### src/rtl/hdlc_ctrl_pkg.sv
// Package: offsets, field layouts, reset values, codes and types of the command and mode control block
package hdlc_ctrl_pkg;

	// ----------------------------------------------------------------
	// Register offsets
	// ----------------------------------------------------------------
	localparam logic [7:0] OFS_COMMAND = 8'h21;
	localparam logic [7:0] OFS_MODE = 8'h22;
	localparam logic [7:0] OFS_TIMER = 8'h23;
	localparam logic [7:0] OFS_LOW_A = 8'h26;
	localparam logic [7:0] OFS_LOW_B = 8'h27;
	localparam logic [7:0] OFS_HIGH_A = 8'h28;
	localparam logic [7:0] OFS_HIGH_B = 8'h29;
	localparam logic [7:0] OFS_CONFIG = 8'h2A;

	// ----------------------------------------------------------------
	// Field positions and reset values
	// ----------------------------------------------------------------
	localparam int CMD_RX_RELEASE = 7;
	localparam int CMD_RX_RESET = 6;
	localparam int CMD_NOT_READY = 5;
	localparam int CMD_TIMER_START = 4;
	localparam int CMD_TRANSPARENT = 3;
	localparam int CMD_IFRAME = 2;
	localparam int CMD_MSG_END = 1;
	localparam int CMD_TX_RESET = 0;
	localparam int CFG_BUS_VARIANT = 0;
	localparam int CFG_SERIAL_PORT = 1;
	localparam int CFG_TEST_MODE = 2;
	localparam logic [7:0] MODE_RESET = 8'h00;
	localparam logic [7:0] CONFIG_RESET = 8'h00;
	localparam logic [7:0] TIMER_RESET = 8'h00;
	localparam logic [7:0] ADDR_RESET = 8'h00;
	localparam logic [7:0] READ_ZERO = 8'h00;

	// ----------------------------------------------------------------
	// Fixed address values and timing
	// ----------------------------------------------------------------
	localparam logic [7:0] HIGH_GROUP_VALUE = 8'hFC;
	localparam logic [7:0] HIGH_GROUP_MASK = 8'hFD;
	localparam logic [7:0] LOW_BROADCAST = 8'hFF;
	localparam int STUFF_RUN = 5;
	localparam int CMD_EXEC_HALF_DCL = 5;
	localparam int T1_UNIT_DCL = 512;

	// ----------------------------------------------------------------
	// Codes
	// ----------------------------------------------------------------
	typedef enum logic [2:0] {
		XM_AUTO_ONE = 3'h0,
		XM_AUTO_TWO = 3'h1,
		XM_PLAIN_ONE = 3'h2,
		XM_PLAIN_TWO = 3'h3,
		XM_RESERVED = 3'h4,
		XM_LOW_ONLY = 3'h5,
		XM_ACCEPT_ALL = 3'h6,
		XM_HIGH_ONLY = 3'h7
	} transfer_mode_e;

	typedef enum logic [2:0] {
		CMD_IDLE = 3'b001,
		CMD_WAIT = 3'b010,
		CMD_FIRE = 3'b100
	} cmd_state_e;

	// Mode register layout
	typedef struct packed {
		transfer_mode_e transfer_mode_code;
		logic timer_mode_bit;
		logic receiver_active_bit;
		logic [2:0] data_port_mode_code;
	} mode_s;

	// Decoded data-port behaviour
	typedef struct packed {
		logic frame_structure;
		logic hdlc_test_if;
		logic monitor_data_xfer;
		logic arbitration_access;
		logic stop_go_eval;
		logic port_mode_reserved;
	} port_cfg_s;

	// One-cycle command actions
	typedef struct packed {
		logic receive_release;
		logic receiver_reset;
		logic seq_counters_clear;
		logic transparent_tx;
		logic iframe_tx;
		logic message_end;
		logic transmitter_reset;
		logic poll_frame_req;
	} cmd_action_s;

endpackage

### src/rtl/hdlc_command_mode_control.sv
// Command and mode control for a layer-2 frame controller on a serial terminal bus
module hdlc_command_mode_control
	import hdlc_ctrl_pkg::*;
#(
	parameter int T1_UNIT = T1_UNIT_DCL
) (
	input wire logic mclk_in,
	input wire logic rst_n_in,
	input wire logic [7:0] reg_addr_in,
	input wire logic [7:0] reg_wdata_in,
	input wire logic reg_wr_in,
	input wire logic reg_rd_in,
	output logic [7:0] reg_rdata_out,
	input wire logic data_clock_in,
	input wire logic [7:0] rx_addr_high_in,
	input wire logic [7:0] rx_addr_low_in,
	input wire logic rx_addr_valid_in,
	output logic rx_frame_accept_out,
	output logic rx_frame_protocol_out,
	output logic receiver_enable_out,
	output logic ack_is_rnr_out,
	output cmd_action_s cmd_action_out,
	output logic timer_running_out,
	output logic timer_expired_out,
	output logic timer_internal_out,
	output port_cfg_s port_cfg_out,
	input wire logic tx_frame_active_in,
	input wire logic tx_bit_valid_in,
	input wire logic tx_bit_in,
	output logic tx_bit_ready_out,
	output logic tx_line_out
);

	// ----------------------------------------------------------------
	// Register storage
	// ----------------------------------------------------------------
	mode_s mode_q;
	logic [7:0] config_q;
	logic [7:0] timer_value_q;
	logic [7:0] low_a_q;
	logic [7:0] low_b_q;
	logic [7:0] high_a_q;
	logic [7:0] high_b_q;
	logic not_ready_q;
	logic [7:0] cmd_pend_q;
	cmd_state_e cmd_state_q;
	logic dclk_meta_q;
	logic dclk_sync_q;
	logic dclk_prev_q;
	logic dclk_rise;
	logic wr_command;
	logic wr_timer;
	logic auto_mode;
	logic [7:0] rdata_d;
	logic [15:0] t1_count_q;
	logic [3:0] retry_q;
	logic [2:0] ones_q;
	logic stuff_now;

	assign wr_command = reg_wr_in && (reg_addr_in == OFS_COMMAND);
	assign wr_timer = reg_wr_in && (reg_addr_in == OFS_TIMER);
	assign auto_mode = (mode_q.transfer_mode_code == XM_AUTO_ONE) || (mode_q.transfer_mode_code == XM_AUTO_TWO);

	// ----------------------------------------------------------------
	// Register writes
	// ----------------------------------------------------------------

	// Mode register holds its value and clears at reset
	always_ff @(posedge mclk_in) begin
		if (!rst_n_in) begin
			mode_q <= mode_s'(MODE_RESET);
		end else if (reg_wr_in && reg_addr_in == OFS_MODE) begin
			mode_q <= mode_s'(reg_wdata_in);
		end
	end

	// Configuration and programmed address values
	always_ff @(posedge mclk_in) begin
		if (!rst_n_in) begin
			config_q <= CONFIG_RESET;
			low_a_q <= ADDR_RESET;
			low_b_q <= ADDR_RESET;
			high_a_q <= ADDR_RESET;
			high_b_q <= ADDR_RESET;
			timer_value_q <= TIMER_RESET;
		end else if (reg_wr_in) begin
			unique case (reg_addr_in)
				OFS_CONFIG: config_q <= reg_wdata_in;
				OFS_LOW_A: low_a_q <= reg_wdata_in;
				OFS_LOW_B: low_b_q <= reg_wdata_in;
				OFS_HIGH_A: high_a_q <= reg_wdata_in;
				OFS_HIGH_B: high_b_q <= reg_wdata_in;
				OFS_TIMER: timer_value_q <= reg_wdata_in;
				default: ;
			endcase
		end
	end

	// Not-ready is a level: every command write reloads it
	always_ff @(posedge mclk_in) begin
		if (!rst_n_in) begin
			not_ready_q <= 1'b0;
		end else if (wr_command) begin
			not_ready_q <= reg_wdata_in[CMD_NOT_READY];
		end
	end

	// Read data stand in the cycle after the strobe only
	always_comb begin
		rdata_d = READ_ZERO;
		unique case (reg_addr_in)
			OFS_MODE: rdata_d = mode_q;
			OFS_COMMAND: rdata_d = {4'h0, retry_q[2:0] != 3'h0, timer_running_out, cmd_state_q != CMD_IDLE, not_ready_q};
			OFS_TIMER: rdata_d = timer_value_q;
			OFS_CONFIG: rdata_d = config_q;
			OFS_LOW_A: rdata_d = low_a_q;
			OFS_LOW_B: rdata_d = low_b_q;
			OFS_HIGH_A: rdata_d = high_a_q;
			OFS_HIGH_B: rdata_d = high_b_q;
			default: rdata_d = READ_ZERO;
		endcase
	end

	always_ff @(posedge mclk_in) begin
		if (!rst_n_in) begin
			reg_rdata_out <= READ_ZERO;
		end else begin
			reg_rdata_out <= reg_rd_in ? rdata_d : READ_ZERO;
		end
	end

	// ----------------------------------------------------------------
	// Data clock sampling
	// ----------------------------------------------------------------

	// Two flops before any logic looks at the data clock
	always_ff @(posedge mclk_in) begin
		if (!rst_n_in) begin
			dclk_meta_q <= 1'b0;
			dclk_sync_q <= 1'b0;
			dclk_prev_q <= 1'b0;
		end else begin
			dclk_meta_q <= data_clock_in;
			dclk_sync_q <= dclk_meta_q;
			dclk_prev_q <= dclk_sync_q;
		end
	end

	assign dclk_rise = dclk_sync_q && !dclk_prev_q;

	// ----------------------------------------------------------------
	// Command execution
	// ----------------------------------------------------------------

	// A written command waits for the next data-clock rise and then fires;
	// a second write before that is merged rather than dropped, which is
	// kinder than losing it, though software must still keep the spacing.
	always_ff @(posedge mclk_in) begin
		if (!rst_n_in) begin
			cmd_state_q <= CMD_IDLE;
			cmd_pend_q <= 8'h00;
		end else begin
			unique case (cmd_state_q)
				CMD_IDLE: begin
					if (wr_command) begin
						cmd_pend_q <= reg_wdata_in;
						cmd_state_q <= CMD_WAIT;
					end
				end
				CMD_WAIT: begin
					if (wr_command) begin
						cmd_pend_q <= cmd_pend_q | reg_wdata_in;
					end
					if (dclk_rise) begin
						cmd_state_q <= CMD_FIRE;
					end
				end
				CMD_FIRE: begin
					cmd_pend_q <= wr_command ? reg_wdata_in : 8'h00;
					cmd_state_q <= wr_command ? CMD_WAIT : CMD_IDLE;
				end
				default: cmd_state_q <= CMD_IDLE;
			endcase
		end
	end

	// Action pulses, one cycle each, registered
	always_ff @(posedge mclk_in) begin
		if (!rst_n_in) begin
			cmd_action_out <= '0;
		end else begin
			cmd_action_out <= '0;
			if (cmd_state_q == CMD_FIRE) begin
				cmd_action_out.receive_release <= cmd_pend_q[CMD_RX_RELEASE];
				cmd_action_out.receiver_reset <= cmd_pend_q[CMD_RX_RESET];
				cmd_action_out.seq_counters_clear <= cmd_pend_q[CMD_RX_RESET] && auto_mode;
				cmd_action_out.transparent_tx <= cmd_pend_q[CMD_TRANSPARENT];
				cmd_action_out.iframe_tx <= cmd_pend_q[CMD_IFRAME] && auto_mode;
				cmd_action_out.message_end <= cmd_pend_q[CMD_MSG_END];
				cmd_action_out.transmitter_reset <= cmd_pend_q[CMD_TX_RESET];
				cmd_action_out.poll_frame_req <= cmd_pend_q[CMD_TIMER_START] && mode_q.timer_mode_bit;
			end
		end
	end

	// Acknowledge type only matters in auto mode
	assign ack_is_rnr_out = auto_mode && not_ready_q;
	assign receiver_enable_out = mode_q.receiver_active_bit;
	assign timer_internal_out = mode_q.timer_mode_bit && auto_mode;

	// ----------------------------------------------------------------
	// Timer
	// ----------------------------------------------------------------

	// Counts data-clock rises; T1 is (VALUE+1) units, and CNT adds repeats.
	// CNT of 7 repeats forever.
	always_ff @(posedge mclk_in) begin
		if (!rst_n_in) begin
			timer_running_out <= 1'b0;
			timer_expired_out <= 1'b0;
			t1_count_q <= 16'h0000;
			retry_q <= 4'h0;
		end else begin
			timer_expired_out <= 1'b0;
			if (wr_timer) begin
				timer_running_out <= 1'b0;
			end else if (cmd_state_q == CMD_FIRE && cmd_pend_q[CMD_TIMER_START]) begin
				timer_running_out <= 1'b1;
				t1_count_q <= 16'((32'(timer_value_q[4:0]) + 32'h1) * 32'(T1_UNIT));
				retry_q <= {1'b0, timer_value_q[7:5]};
			end else if (timer_running_out && dclk_rise) begin
				if (t1_count_q > 16'h0001) begin
					t1_count_q <= t1_count_q - 16'h0001;
				end else if (retry_q == 4'h0) begin
					timer_running_out <= 1'b0;
					timer_expired_out <= 1'b1;
				end else begin
					t1_count_q <= 16'((32'(timer_value_q[4:0]) + 32'h1) * 32'(T1_UNIT));
					retry_q <= (retry_q == 4'h7) ? retry_q : retry_q - 4'h1;
					timer_expired_out <= (retry_q == 4'h7);
				end
			end
		end
	end

	// ----------------------------------------------------------------
	// Address comparison
	// ----------------------------------------------------------------

	logic high_hit;
	logic high_first;
	logic low_hit;
	logic low_first;
	logic accept_d;
	logic protocol_d;

	assign high_first = (rx_addr_high_in == high_a_q);
	assign high_hit = high_first || (rx_addr_high_in == high_b_q) ||
		((rx_addr_high_in & HIGH_GROUP_MASK) == HIGH_GROUP_VALUE);
	assign low_first = (rx_addr_low_in == low_a_q);
	assign low_hit = low_first || (rx_addr_low_in == low_b_q) || (rx_addr_low_in == LOW_BROADCAST);

	// Mode decides which bytes are compared
	always_comb begin
		accept_d = 1'b0;
		protocol_d = 1'b0;
		unique case (mode_q.transfer_mode_code)
			XM_AUTO_ONE: begin
				accept_d = low_first || (rx_addr_low_in == low_b_q);
				protocol_d = low_first;
			end
			XM_AUTO_TWO: begin
				accept_d = high_hit && low_hit;
				protocol_d = high_first && low_first;
			end
			XM_PLAIN_ONE: accept_d = low_first || (rx_addr_low_in == low_b_q);
			XM_PLAIN_TWO: accept_d = high_hit && low_hit;
			XM_RESERVED: accept_d = 1'b0;
			XM_LOW_ONLY: accept_d = low_hit;
			XM_ACCEPT_ALL: accept_d = 1'b1;
			XM_HIGH_ONLY: accept_d = high_hit;
		endcase
	end

	always_ff @(posedge mclk_in) begin
		if (!rst_n_in) begin
			rx_frame_accept_out <= 1'b0;
			rx_frame_protocol_out <= 1'b0;
		end else begin
			rx_frame_accept_out <= rx_addr_valid_in && accept_d && mode_q.receiver_active_bit;
			rx_frame_protocol_out <= rx_addr_valid_in && protocol_d && mode_q.receiver_active_bit;
		end
	end

	// ----------------------------------------------------------------
	// Data-port mode decode
	// ----------------------------------------------------------------

	// Variant chosen by the configuration register
	always_comb begin
		port_cfg_out = '0;
		if (!config_q[CFG_BUS_VARIANT]) begin
			port_cfg_out.frame_structure = !mode_q.data_port_mode_code[2];
			port_cfg_out.arbitration_access = !mode_q.data_port_mode_code[2];
			port_cfg_out.monitor_data_xfer = (mode_q.data_port_mode_code[2:1] == 2'h1) &&
				config_q[CFG_TEST_MODE];
			port_cfg_out.stop_go_eval = !mode_q.data_port_mode_code[2] && mode_q.data_port_mode_code[0];
			port_cfg_out.hdlc_test_if = mode_q.data_port_mode_code[2] &&
				(mode_q.data_port_mode_code[1:0] != 2'h0);
			port_cfg_out.port_mode_reserved = (mode_q.data_port_mode_code == 3'h4);
		end else begin
			port_cfg_out.frame_structure = !mode_q.data_port_mode_code[2] &&
				(!config_q[CFG_SERIAL_PORT] || mode_q.data_port_mode_code[1]);
			port_cfg_out.arbitration_access = (mode_q.data_port_mode_code[2:1] == 2'h0);
			port_cfg_out.stop_go_eval = !mode_q.data_port_mode_code[2] && mode_q.data_port_mode_code[0];
			port_cfg_out.port_mode_reserved = mode_q.data_port_mode_code[2];
		end
	end

	// ----------------------------------------------------------------
	// Transmit bit stuffing
	// ----------------------------------------------------------------

	// A zero goes out after five ones; the source is held off for that bit.
	// Outside frames the line idles high and the run count is cleared so
	// each frame starts counting ones from zero.
	assign stuff_now = (ones_q == 3'(STUFF_RUN));
	assign tx_bit_ready_out = dclk_rise && tx_frame_active_in && !stuff_now;

	always_ff @(posedge mclk_in) begin
		if (!rst_n_in) begin
			ones_q <= 3'h0;
			tx_line_out <= 1'b1;
		end else if (!tx_frame_active_in || cmd_action_out.transmitter_reset) begin
			ones_q <= 3'h0;
			if (dclk_rise) begin
				tx_line_out <= 1'b1;
			end
		end else if (dclk_rise) begin
			if (stuff_now) begin
				tx_line_out <= 1'b0;
				ones_q <= 3'h0;
			end else if (tx_bit_valid_in) begin
				tx_line_out <= tx_bit_in;
				ones_q <= tx_bit_in ? ones_q + 3'h1 : 3'h0;
			end
		end
	end

endmodule

### config.mk
export PLATFORM = sky130hd
export DESIGN_NAME = hdlc_command_mode_control
export DESIGN_NICKNAME = d
export VERILOG_FILES = /design/src/rtl/hdlc_ctrl_pkg.sv /design/src/rtl/hdlc_command_mode_control.sv
export SDC_FILE = /design/constraint.sdc
export NUM_CORES = 1
export LEC_CHECK = 0
export BUFFER_PORTS_ARGS = -buffer_cell sky130_fd_sc_hd__buf_2
export CAP_MARGIN = 20
export CORE_ASPECT_RATIO = 0.75
export CORE_MARGIN = 4
export CORE_UTILIZATION = 40
export DETAILED_ROUTE_END_ITERATION = 8
export PLACE_DENSITY_LB_ADDON = 0.3
export RECOVER_POWER = 50
export SLEW_MARGIN = 20
export SYNTH_ARGS = -nofsm -noshare
export SYNTH_HDL_FRONTEND = slang
export SYNTH_SLANG_ARGS = --single-unit
### constraint.sdc
create_clock -name mclk_in -period 4.05 [get_ports mclk_in]
set_clock_uncertainty 0.2 [all_clocks]
set_input_delay 1.0125 -clock mclk_in [delete_from_list [all_inputs] [get_ports mclk_in]]
set_output_delay 1.0125 -clock mclk_in [all_outputs]
set_load 0.03 [all_outputs]
== After elaboration in Yosys (flattened, before gate mapping) ==
Cells that the tools add are included.
Widths: inputs -> output; s select.

* Latch bits: 0
* Bits of input ports: 41
* ROM bits: 0
* Register bits: 115
* Memories: 0
* Bits in writable memories: 0
* Output and inout port bits: 31

* Equality and inequality tests: 36
* Order comparisons: 1
* Reductions and logical operators: 65
* Muxes and demuxes: 36
* Bitwise gates (word level): 4
* Shifts and indexed selects: 0
* Div/mod/pow operators: 0
* $add $sub $neg: 4
* Multipliers: 0

{| class="wikitable"
|+ Operator list
! kind !! number
|-
| $eq 8x6->1 const B || 8
|-
| $mux 16 || 4
|-
| $pmux 8 s8 || 1
|-
| $eq 8x8->1 || 4
|-
| $mux 8 || 3
|-
| $pmux 8 s3 || 1
|-
| $logic_and 1x1->1 || 23
|-
| $reduce_and 2->1 || 11
|-
| $eq 3x3->1 const B || 7
|-
| $mux 4 || 5
|-
| $mux 3 || 6
|-
| $gt 16x1->1 const B || 1
|-
| $sub 16x1->16 const B || 1
|-
| $ne 2x2->1 const B || 6
|-
| $mux 1 || 11
|-
| $eq 3x2->1 const B || 3
|-
| $pmux 3 s3 || 1
|-
| $reduce_and 3->1 || 3
|-
| $reduce_bool 3->1 || 3
|-
| $eq 8x8->1 const B || 1
|-
| $or 8x8->8 || 1
|-
| $reduce_bool 2->1 || 4
|-
| $reduce_or 2->1 || 4
|-
| $eq 7x7->1 const B || 1
|-
| other kinds (19) || 33
|}

== Logic depth before layout (Yosys ltp) ==
Gate-level depths: netlist of the first run.

* Word-level depth: 7
* Gate-level depth with buffers: 10
* Depth with buffers taken out: 8

== Worst setup path before layout of the first run ==
OpenSTA, ideal clock, no wires.

* Path type: input port to flip-flop
* Start: input reg_addr_in[4]
* End: register cmd_pend_q[0]
* Arrival time: 2.567 ns
* Stages: 7
* Setup time: 0.117 ns
* Setup slack: 1.166 ns
* Required time: 3.733 ns
* Buffers on the path: 1
* Cell sequence: or4b_1 buf_4 nor4_4 a31oi_1 nor2_1 nor2_1 a22o_1

* Longest elaborated chain between the ends: 4
* Elaborated cells on any way between the ends: 7
* Those cells by class: eq/ne: 3; mux: 2; reduce/logical: 2

{| class="wikitable"
|+ RTL lines
! element !! RTL line !! source
|-
| start, declared || hdlc_command_mode_control.sv:9 || <nowiki>input wire logic [7:0] reg_addr_in,</nowiki>
|-
| $eq 8x6->1 * || hdlc_command_mode_control.sv:60 || <nowiki>assign wr_command = reg_wr_in && (reg_addr_in == OFS_COMMAND);</nowiki>
|-
| $logic_and 1x1->1 * || hdlc_command_mode_control.sv:60 ||
|-
| $mux 8 / $ne 2x2->1 (equally long branches) || -- ||
|-
| $pmux 8 s3 / $reduce_and 3->1 (equally long branches) || -- ||
|-
| end signal, assigned || hdlc_command_mode_control.sv:166 || <nowiki>cmd_pend_q <= reg_wdata_in;</nowiki>
|-
| end signal, assigned || hdlc_command_mode_control.sv:172 || <nowiki>cmd_pend_q <= cmd_pend_q | reg_wdata_in;</nowiki>
|-
| end signal, assigned || hdlc_command_mode_control.sv:179 || <nowiki>cmd_pend_q <= wr_command ? reg_wdata_in : 8'h00;</nowiki>
|-
| end, declared || hdlc_command_mode_control.sv:45 || <nowiki>logic [7:0] cmd_pend_q;</nowiki>
|}

Every way passes the cells marked *; elsewhere a longest branch is shown, timed or not.
A chain may end at the register's enable or synchronous reset.

== Final worst setup path of the first run ==
* Start: input reg_addr_in[1]
* End: register mode_q, in the netlist receiver_enable_out

* Longest elaborated chain between the ends: 2

{| class="wikitable"
|+ RTL lines
! element !! RTL line !! source
|-
| $eq 8x6->1 || hdlc_command_mode_control.sv:72 || <nowiki>end else if (reg_wr_in && reg_addr_in == OFS_MODE) begin</nowiki>
|-
| $logic_and 1x1->1 || hdlc_command_mode_control.sv:72 ||
|-
| end signal, assigned || hdlc_command_mode_control.sv:71 || <nowiki>mode_q <= mode_s'(MODE_RESET);</nowiki>
|-
| end signal, assigned || hdlc_command_mode_control.sv:73 || <nowiki>mode_q <= mode_s'(reg_wdata_in);</nowiki>
|-
| end, declared || hdlc_command_mode_control.sv:37 || <nowiki>mode_s mode_q;</nowiki>
|}

Every way passes these cells.

==> results of run 1 <==
## layer usage
layer / vias up / wire (um)
met2: 189 / 7020
met5: - / 0
met3: 22 / 1220
li1: 2540 / -
met1: 2496 / 8180
met4: 0 / 232
## cell usage in the layout (no fill, tap or decap), types with 4 or more instances in the layout
master        n
xnor2_1      27
clkinvlp_4    4
inv_1        11
nor2_1       88
nor3_1       14
buf_2        40
and3_1        8
a31oi_1       6
nand2_1      58
nor4_1       11
nor3b_1       7
mux2i_1      58
xor2_1       11
nor2b_1       7
a21oi_1      58
ha_1          8
clkbuf_1     32
nand3_1      17
and2_1        7
nand4_1      15
a22oi_1       4
o21ai_0      18
dfxtp_1     114
o21ai_1       7
o22ai_1       8
buf_4         5
o211ai_1     12
and2_0        6
clkbuf_16    17
nor4b_1       4
nand2b_1      8
a22o_1        6
## worst max-delay path, cell delays in order
cell and delay [ps]:
buf_2 300, inv_1 190, nor2_1 350, nor4b_1 950, nand2_1 450, nand2_1 170, a21oi_1 80
## final timing paths
path	from	end	slack (ps)	cells past startpoint
max	reg_addr_in[1]	receiver_enable_out	610	7
max reg2reg	t1_count_q[6]	t1_count_q[2]	1180	7
min	dclk_meta_q	dclk_sync_q	230	1
min reg2reg	dclk_meta_q	dclk_sync_q	230	1
## through the flow
| stage | area, um2 | total power, mW | hold WS, ps | worst slack, ps |
|---|---|---|---|---|
| 2_1_floorplan | 5840 | 1.23 | 212 | 1170 |
| 3_3_place_gp | 6310 | 1.27 | 221 | 753 |
| 3_5_place_dp | 6310 | 1.28 | 223 | 657 |
| 4_1_cts | 6930 | 2.83 | 235 | 1070 |
| 5_1_grt | 6850 | 2.90 | 257 | 533 |
| 6_report | 6850 | 2.81 | 234 | 614 |
## power groups by stage
stage	clock [mW]	sequential [mW]	combinational, mW
after floorplan	0	1.15	0.0759
after global placement	0	1.15	0.125
after detailed placement	0	1.15	0.126
after CTS	1.58	1.13	0.127
after global routing	1.64	1.13	0.136
final	1.56	1.13	0.127
## final cells by class
class	instances	share of cell area [%]
clock inverters	12	2.28
well taps	195	3.56
flip-flops and latches	114	33.3
inverters	13	0.712
clock buffers	20	6.81
multi-input cells	516	48.0
repair buffers	78	5.29
## kinds of logic (layout without fill, tap and decap cells)
| family | count (synthesis) | after routing |
|---|---|---|
| simple gates | 269 | 269 |
| compound gates | 143 | 143 |
| flops | 114 | 114 |
| mux | 58 | 58 |
| buf+inv | 53 | 123 |
| xor+xnor | 38 | 38 |
| fa+ha+maj | 8 | 8 |
## flip-flops by register name, indices dropped and copies added, names as in the netlist, 3 cells and up
signal          count
t1_count_q         16
cmd_action_out      8
config_q            8
high_a_q            8
high_b_q            8
low_a_q             8
low_b_q             8
reg_rdata_out       8
timer_value_q       8
cmd_pend_q          7
mode_q              7
retry_q             4
cmd_state_q         3
ones_q              3
==> summary.md, run 1 <==
| Metric | Value |
|---|---|
| Logic pwr share | `4.5%` |
| Fillers | `1,399` |
| Die height | `113 um` |
| Fin crit share | `84.8%` |
| Leak pwr | `2.64 nW` |
| Syn. warnings | `0` |
| Largest family of logic cells by synthesized area | `simple AND/OR/NAND/NOR gates` |
| CP Max Fanout | `17` |
| WL/cell | `17.6 um` |
| GR Layer Usage met1 | `29.4%` |
| Top-Level Pins | `72` |
| Pint | `2.18 mW` |
| Busiest layer in global routing | `met2` |
| Number of synthesized register bits | `114` |
| Syn Area/Cell | `8.54 um2` |
| Ranking of synthesized cells by area | `dfxtp_1 39%, mux2i_1 9.9%, nor2_1 5.7%, a21oi_1 5.0%, xnor2_1 4.1%` |
| Max cap viols | `0` |
| Final Max Slew Viols | `0` |
| Critical setup path kind | `input pin to flip-flop` |
| Clock period minus final worst setup slack | `3440 ps` |
| Post-CTS Setup Bufs | `0` |
| Worst-Skew Late Latency | `420 ps` |
| Clk network pwr share | `55.4%` |
| Mux share of post-synthesis cell area | `9.95%` |
| Non-Filler Instances | `948` |
| Post-layout nets | `789` |
| Post-route antenna net violation count | `0` |
| TritonRoute pass-1 iters | `5` |
| Cell variety after synth | `65` |
| Cells after Synth | `683` |
| Crit start category | `input pin` |
| Max-slew headroom | `13.4%` |
| Area of the mapped netlist | `0.00584 mm2` |
| Grt met3 use | `5.49%` |
| Synth top area share | `39.1%` |
| Die area | `0.0166 mm2` |
| Sequential share of the synthesized area | `39.1%` |
| Net Sw Frac | `22.4%` |
| Synth Area in Simple Gates | `24.0%` |
| Detail Placement HPWL | `12.0 mm` |
| Post-synth top area cell | `dfxtp_1` |
| Peak VDD IR | `0.000272 V` |
| CTS tree | `done` |
| Cell Pwr Density | `410 mW/mm2` |
| Residual DRC | `0` |
| Cts bufs inserted | `17` |
| Area of the multi-input gates | `0.00329 mm2` |
| Achievable Freq | `0.291 GHz` |
| Starting Density | `41.7%` |
| Antenna diodes | `0` |
| First-pass GRT wire length | `27.1 mm` |
| Arrival @ worst endpoint | `3510 ps` |
| Worst min path class | `flip-flop to flip-flop` |
| Reg area | `0.00228 mm2` |
| Vias per cell | `5.53` |
| Clock-pin slew on the worst setup and hold paths | `60 ps` |
| FP Rows | `37` |
| Most frequent cell after synthesis | `dfxtp_1` |
| GP Congestion | `0.875` |
| CP required | `4120 ps` |
| Placeable Area | `0.0140 mm2` |
| Share of layout cells above drive strength 1 | `12.6%` |
| Layout Area Growth over Synthesis | `17.5%` |
| DIE WIDTH | `147 um` |
| Largest net degree at the start of global routing | `37` |
| IO Port Bufs | `71` |
| Switch Pwr | `0.630 mW` |
| Grt met2 use | `29.8%` |
| Root Buffer | `clkbuf_16` |
| Worst Max-Slew Pin Slew | `1300 ps` |
| DRT iter0 DRCs | `492` |
| Post-synth EDFFs | `0` |
| GRT Total Usage | `20.4%` |
| Final Routed Wirelength | `16.7 mm` |
| Cts repair resizes | `0` |
| Share of async-settable or async-resettable flops after synthesis | `0%` |
| H-Tree Depth | `4` |
| Vias | `5,247` |
| Worst setup EP type | `flip-flop` |
| Utilization after layout | `49.0%` |
| Register share of total power | `40.1%` |
| Commonest cells in the netlist | `114 x dfxtp_1, 88 x nor2_1, 58 x a21oi_1, 58 x mux2i_1, 58 x nand2_1` |
| Status | `complete, no violations` |
| GRT Residual Overflow | `0` |
| Initial antenna violation count | `0` |
| Setup_tns | `0 ps` |
| Synth Area in Adders | `1.72%` |
| Vias in the first global route | `4,993` |
| Primary FF master, synth | `dfxtp_1` |
| Placed cells | `916` |
| Final setup viols | `0` |
| Hold buffers post-CTS | `0` |
| RSZ-0062 raised after global routing | `no` |
| Mapped Nets | `732` |
| Clock Tree Buf Depth | `2` |
| Sink Count | `114` |
| Hold Vio Cnt, Final | `0` |
| Area fraction in compound gates after synthesis | `15.5%` |
| Xor/xnor share of the synthesized area | `5.70%` |
Note: power is estimated with default switching activity, not from simulation.
==> run 2: changes to the inputs <==
==> constraint.sdc (replaced) <==
create_clock -name mclk_in -period 3.4 [get_ports mclk_in]
set_clock_uncertainty 0.2 [all_clocks]
set_input_delay 0.85 -clock mclk_in [delete_from_list [all_inputs] [get_ports mclk_in]]
set_output_delay 0.85 -clock mclk_in [all_outputs]
set_load 0.03 [all_outputs]
==> run 2 against run 1 <==
Critical path depth rose by 2. Sequential share of layout area fell by 0.41 points. Worst hold slack barely moved. Largest power group unchanged. Highest routed layer unchanged. Clock power rose by 27%.
==> summary.md, run 2 (synthesis results as in run 1) <==
| Metric | Value |
|---|---|
| R2r endpoint | `t1_count_q[10]` |
| WL met1 | `8.15 mm` |
| Max-slew headroom | `35.0%` |
| WL/cell | `17.4 um` |
| FP Rows | `37` |
| Arrival @ worst endpoint | `3000 ps` |
| Post-route antenna net violation count | `0` |
| Total power after layout | `3.47 mW` |
| GP Congestion | `0.889` |
| First-pass GRT wire length | `27.3 mm` |
| H-Tree Depth | `4` |
| Placeable Area | `0.0140 mm2` |
| R2r setup slk | `630 ps` |
| Logic pwr share | `4.4%` |
| Starting Density | `41.7%` |
| WHS Path Cells | `1` |
| Peak VDD IR | `0.000325 V` |
| Layout Area Growth over Synthesis | `18.9%` |
| R2r startpoint | `t1_count_q[9]` |
| Final setup viols | `0` |
| Hold Crit Endpoint | `dclk_sync_q` |
| Share of layout cells above drive strength 1 | `13.2%` |
| Non-Filler Instances | `954` |
| Hold buffers post-CTS | `0` |
| Cts bufs inserted | `17` |
| Fin crit share | `85.4%` |
| GRT Residual Overflow | `0` |
| Clk network pwr share | `56.9%` |
| Clock-pin slew on the worst setup and hold paths | `50 ps` |
| Critical setup path kind | `input pin to flip-flop` |
| Metal2 WL | `6.95 mm` |
| Sink Count | `114` |
| Commonest non-fill, non-tap cells in the layout | `114 x dfxtp_1, 89 x nor2_1, 58 x nand2_1, 58 x a21oi_1, 58 x mux2i_1` |
| Metal3 WL | `1.24 mm` |
| Cell Pwr Density | `500 mW/mm2` |
| RSZ-0062 raised after global routing | `no` |
| Post-CTS Setup Bufs | `0` |
| CTS tree | `done` |
| CP required | `3500 ps` |
| TritonRoute pass-1 iters | `5` |
| Fillers | `1,369` |
| Hold Vio Cnt, Final | `0` |
| Worst Max-Slew Pin Slew | `971 ps` |
| Detail Placement HPWL | `11.9 mm` |
| Worst hold start | `dclk_meta_q` |
| GRT Total Usage | `20.5%` |
| Final Max Slew Viols | `0` |
| Critical path origin | `reg_addr_in[1]` |
| Register share of total power | `38.7%` |
| Clock period minus final worst setup slack | `2900 ps` |
| DRT iter0 DRCs | `527` |
| Initial antenna violation count | `0` |
| Status | `complete, no violations` |
| Pre-CTS WS | `247 ps` |
| Switch Pwr | `0.734 mW` |
| Setup_tns | `0 ps` |
| Crit start category | `input pin` |
| Most flop-heavy register | `t1_count_q` |
| Cts repair resizes | `0` |
| Pint | `2.74 mW` |
| DIE WIDTH | `147 um` |
| Worst-Skew Late Latency | `430 ps` |
| Final Routed Wirelength | `16.6 mm` |
| IO Port Bufs | `71` |
| Die area | `0.0166 mm2` |
| Most common cell after layout, fill and taps aside | `dfxtp_1` |
| Vias | `5,350` |
| Worst R2R Path Depth | `6` |
| Highest routed metal layer | `met4` |
| Achievable Freq | `0.344 GHz` |
| Vias per cell | `5.61` |
| Net Sw Frac | `21.1%` |
| Die height | `113 um` |
| Max FFs per register | `16` |
| PnR worst setup slack | `497 ps` |
| Residual DRC | `0` |
| Worst setup EP type | `flip-flop` |
| Post-layout nets | `796` |
| Max cap viols | `0` |
| Clock Tree Buf Depth | `2` |
| Vias in the first global route | `5,183` |
| Placed cells | `923` |
| Worst min path class | `flip-flop to flip-flop` |
| Leak pwr | `2.70 nW` |
| Top-Level Pins | `72` |
| Largest net degree at the start of global routing | `38` |
| CP Max Fanout | `17` |
| Root Buffer | `clkbuf_16` |
| Antenna diodes | `0` |
-- run 2: final cells by class --
class	instances	area, um2	area share, %
multi-input combinational	516	3300	47.6
tap	195	244	3.52
sequential	114	2280	32.9
clock inverter	10	180	2.60
clock buffer	21	470	6.78
timing repair buffer	85	412	5.93
inverter	13	48.8	0.703
-- run 2: worst max-delay path, cell delays in order --
cell	delay (ps)
clkbuf_1	620
inv_1	240
nor2_1	260
buf_4	200
nand3_1	90
nor3_1	210
buf_4	260
mux2i_1	210
nor2_1	50
-- run 2: power groups by stage --
stage,Clock [mW],Combinational [mW],Sequential (mW)
6_report,1.98,0.154,1.34
5_1_grt,2.06,0.165,1.34
4_1_cts,2.00,0.154,1.34
3_5_place_dp,0,0.153,1.37
3_3_place_gp,0,0.151,1.37
2_1_floorplan,0,0.0904,1.37
-- run 2: worst max path at each step --
stage | cells past startpoint | end
3_3_place_gp | 7 | cmd_pend_q[0]
5_1_grt | 6 | t1_count_q[10]
2_1_floorplan | 7 | cmd_pend_q[0]
3_5_place_dp | 7 | cmd_pend_q[3]
6_report | 9 | low_a_q[2]
4_1_cts | 7 | cmd_pend_q[3]
-- run 2: stage by stage --
stage	hold WS [ps]	instance area [um2]	utilization, %
final	235	6940	49.6
after global routing	277	6940	49.6
after CTS	240	7010	50.1
after detailed placement	228	6360	45.5
after global placement	223	6360	45.5
after floorplan	212	5840	-
-- run 2: routing by layer --
layer | GRT usage, % | vias up
met1 | 29.9 | 2543
met4 | 6.64 | 0
met2 | 29.2 | 208
li1 | - | 2573
met5 | 0 | -
met3 | 5.65 | 26
==> run 3: changes to the inputs <==
--- a/config.mk
+++ b/config.mk
@@ -9,7 +9,7 @@
 export CAP_MARGIN = 20
 export CORE_ASPECT_RATIO = 0.75
 export CORE_MARGIN = 4
-export CORE_UTILIZATION = 40
+export CORE_UTILIZATION = 30
 export DETAILED_ROUTE_END_ITERATION = 8
 export PLACE_DENSITY_LB_ADDON = 0.3
 export RECOVER_POWER = 50
==> run 3 against run 2 <==
Maximum frequency grew 4.1%. Total power shrank 1.6%. Sequential share of layout area shrank 0.36 points. Combinational power is essentially flat. Clock power shrank 3%. Setup slack gained 110 ps. Sequential cell count is the same. Global-route usage shrank 4.2 points. Sequential power is essentially flat. First-iteration DRC count shrank 19%.
==> summary.md, run 3 (synthesis results as in run 1) <==
| Metric | Value |
|---|---|
| Max cap viols | `0` |
| Most flop-heavy register | `t1_count_q` |
| Post-CTS Setup Bufs | `0` |
| GRT Residual Overflow | `0` |
| H-Tree Depth | `4` |
| Most common cell after layout, fill and taps aside | `dfxtp_1` |
| Peak VDD IR | `0.000348 V` |
| Final setup viols | `0` |
| GRT Total Usage | `16.4%` |
| Crit start category | `input pin` |
| Fin crit share | `82.0%` |
| RSZ-0062 raised after global routing | `no` |
| Critical setup path kind | `input pin to flip-flop` |
| TritonRoute pass-1 iters | `5` |
| Clock period minus final worst setup slack | `2790 ps` |
| Commonest non-fill, non-tap cells in the layout | `114 x dfxtp_1, 88 x nor2_1, 58 x nand2_1, 58 x a21oi_1, 58 x mux2i_1` |
| Worst min path class | `flip-flop to flip-flop` |
| Setup_tns | `0 ps` |
| Residual DRC | `0` |
| Critical path cell sequence | `clkbuf_1, inv_1, nor2_1, clkbuf_1, nand3_1, nor3_4, buf_4, mux2i_1, nor2_1` |
| Max-slew headroom | `33.6%` |
| Share of layout cells above drive strength 1 | `13.0%` |
| Hold buffers post-CTS | `0` |
| Arrival @ worst endpoint | `2860 ps` |
| Placed cells | `977` |
| Leak pwr | `2.70 nW` |
| R2r endpoint | `t1_count_q[7]` |
| WHS Path Cells | `1` |
| Non-Filler Instances | `1,006` |
| CTS tree | `done` |
| Vias per cell | `5.15` |
| Total power after layout | `3.42 mW` |
| Layout Area Growth over Synthesis | `20.2%` |
| Worst R2R Path Depth | `7` |
| Vias in the first global route | `4,968` |
| Sink Count | `114` |
| Worst hold start | `dclk_meta_q` |
| Slowest stage delay, CP | `400 ps` |
| Hold Crit Endpoint | `dclk_sync_q` |
| Placed cell area | `0.00644 mm2` |
| Reg area | `0.00228 mm2` |
| First-pass GRT wire length | `27.9 mm` |
| Post-route antenna net violation count | `0` |
| Clock Tree Buf Depth | `2` |
| Cts bufs inserted | `17` |
| Initial antenna violation count | `0` |
| Hold Vio Cnt, Final | `0` |
| Final Cell Area | `0.00702 mm2` |
| Clock-pin slew on the worst setup and hold paths | `50 ps` |
| Antenna diodes | `0` |
| Worst Max-Slew Pin Slew | `996 ps` |
| Status | `complete, no violations` |
| IO Port Bufs | `71` |
| Max FFs per register | `16` |
| WL/cell | `17.2 um` |
| Placeable Area | `0.0188 mm2` |
| GP Congestion | `0.868` |
| Detail Placement HPWL | `12.5 mm` |
| Worst setup EP type | `flip-flop` |
| Worst-Skew Late Latency | `420 ps` |
| Die height | `129 um` |
| Final Routed Wirelength | `17.3 mm` |
| R2r startpoint | `t1_count_q[0]` |
| Root Buffer | `clkbuf_16` |
| Top-Level Pins | `72` |
| Vias | `5,180` |
| Fillers | `1,946` |
| Achievable Freq | `0.359 GHz` |
| Cts repair resizes | `0` |
| Cell Pwr Density | `487 mW/mm2` |
| CP required | `3470 ps` |
| DRT iter0 DRCs | `425` |
| CP Max Fanout | `11` |
| Slowest cell on crit path | `clkbuf_1` |
| Starting Density | `31.1%` |
| Largest net degree at the start of global routing | `63` |
| R2r setup slk | `740 ps` |
| Area of the multi-input gates | `0.00332 mm2` |
| FP Rows | `43` |
| DIE WIDTH | `169 um` |
| Die area | `0.0218 mm2` |
| Final Max Slew Viols | `0` |
| Post-layout nets | `798` |
-- run 3: changes by cell type in the layout (fill, tap and decap cells not counted), sizes merged --
cell and change:
bufinv -1, clkbuf +6, clkinv -3, clkinvlp -2
-- run 3: worst max path at each step --
stage	startpoint	slack, ps	end
2_1_floorplan	reg_addr_in[4]	680	cmd_pend_q[0]
3_3_place_gp	reg_addr_in[4]	280	cmd_pend_q[1]
3_5_place_dp	reg_addr_in[4]	270	cmd_pend_q[1]
4_1_cts	reg_addr_in[4]	710	cmd_pend_q[1]
5_1_grt	reg_addr_in[1]	380	low_a_q[4]
6_report	reg_addr_in[1]	610	low_a_q[1]
-- run 3: cell type report --
class | count | area share [%]
Inverter | 13 | 0.695
Timing Repair Buffer | 87 | 5.96
Clock buffer | 25 | 7.35
Multi-Input combinational cell | 516 | 47.4
Clock inverter | 4 | 1.71
Sequential cell | 114 | 32.5
Tap cell | 247 | 4.40
-- run 3: stage by stage --
| stage | utilization (%) | setup slack [ps] | hold slack [ps] |
|---|---|---|---|
| final | 37.4 | 612 | 257 |
| after global routing | 37.4 | 385 | 286 |
| after global placement | 34.3 | 282 | 244 |
| after floorplan | - | 678 | 212 |
| after detailed placement | 34.3 | 274 | 252 |
| after CTS | 37.7 | 708 | 264 |
-- run 3: worst max-delay path, delay by kind of cell --
| kind | cells | cell delay, ps |
|---|---|---|
| buffers and inverters | 4 | 1180 |
| and+or+nand+nor | 4 | 610 |
| muxes | 1 | 220 |
-- run 3: where the power goes --
group	internal, mW	leakage (nW)	switching, mW
Sequential	1.34	0.918	0.00207
Combinational	0.0502	1.47	0.106
Clock	1.33	0.312	0.586
Total	2.72	2.70	0.694
-- run 3: routing by layer --
metal	track usage [%]	up-vias	wire (um)
met5	0	-	0
met1	24.6	2428	8940
li1	-	2570	-
met3	4.39	24	1270
met2	22.6	158	6790
met4	5.06	0	290
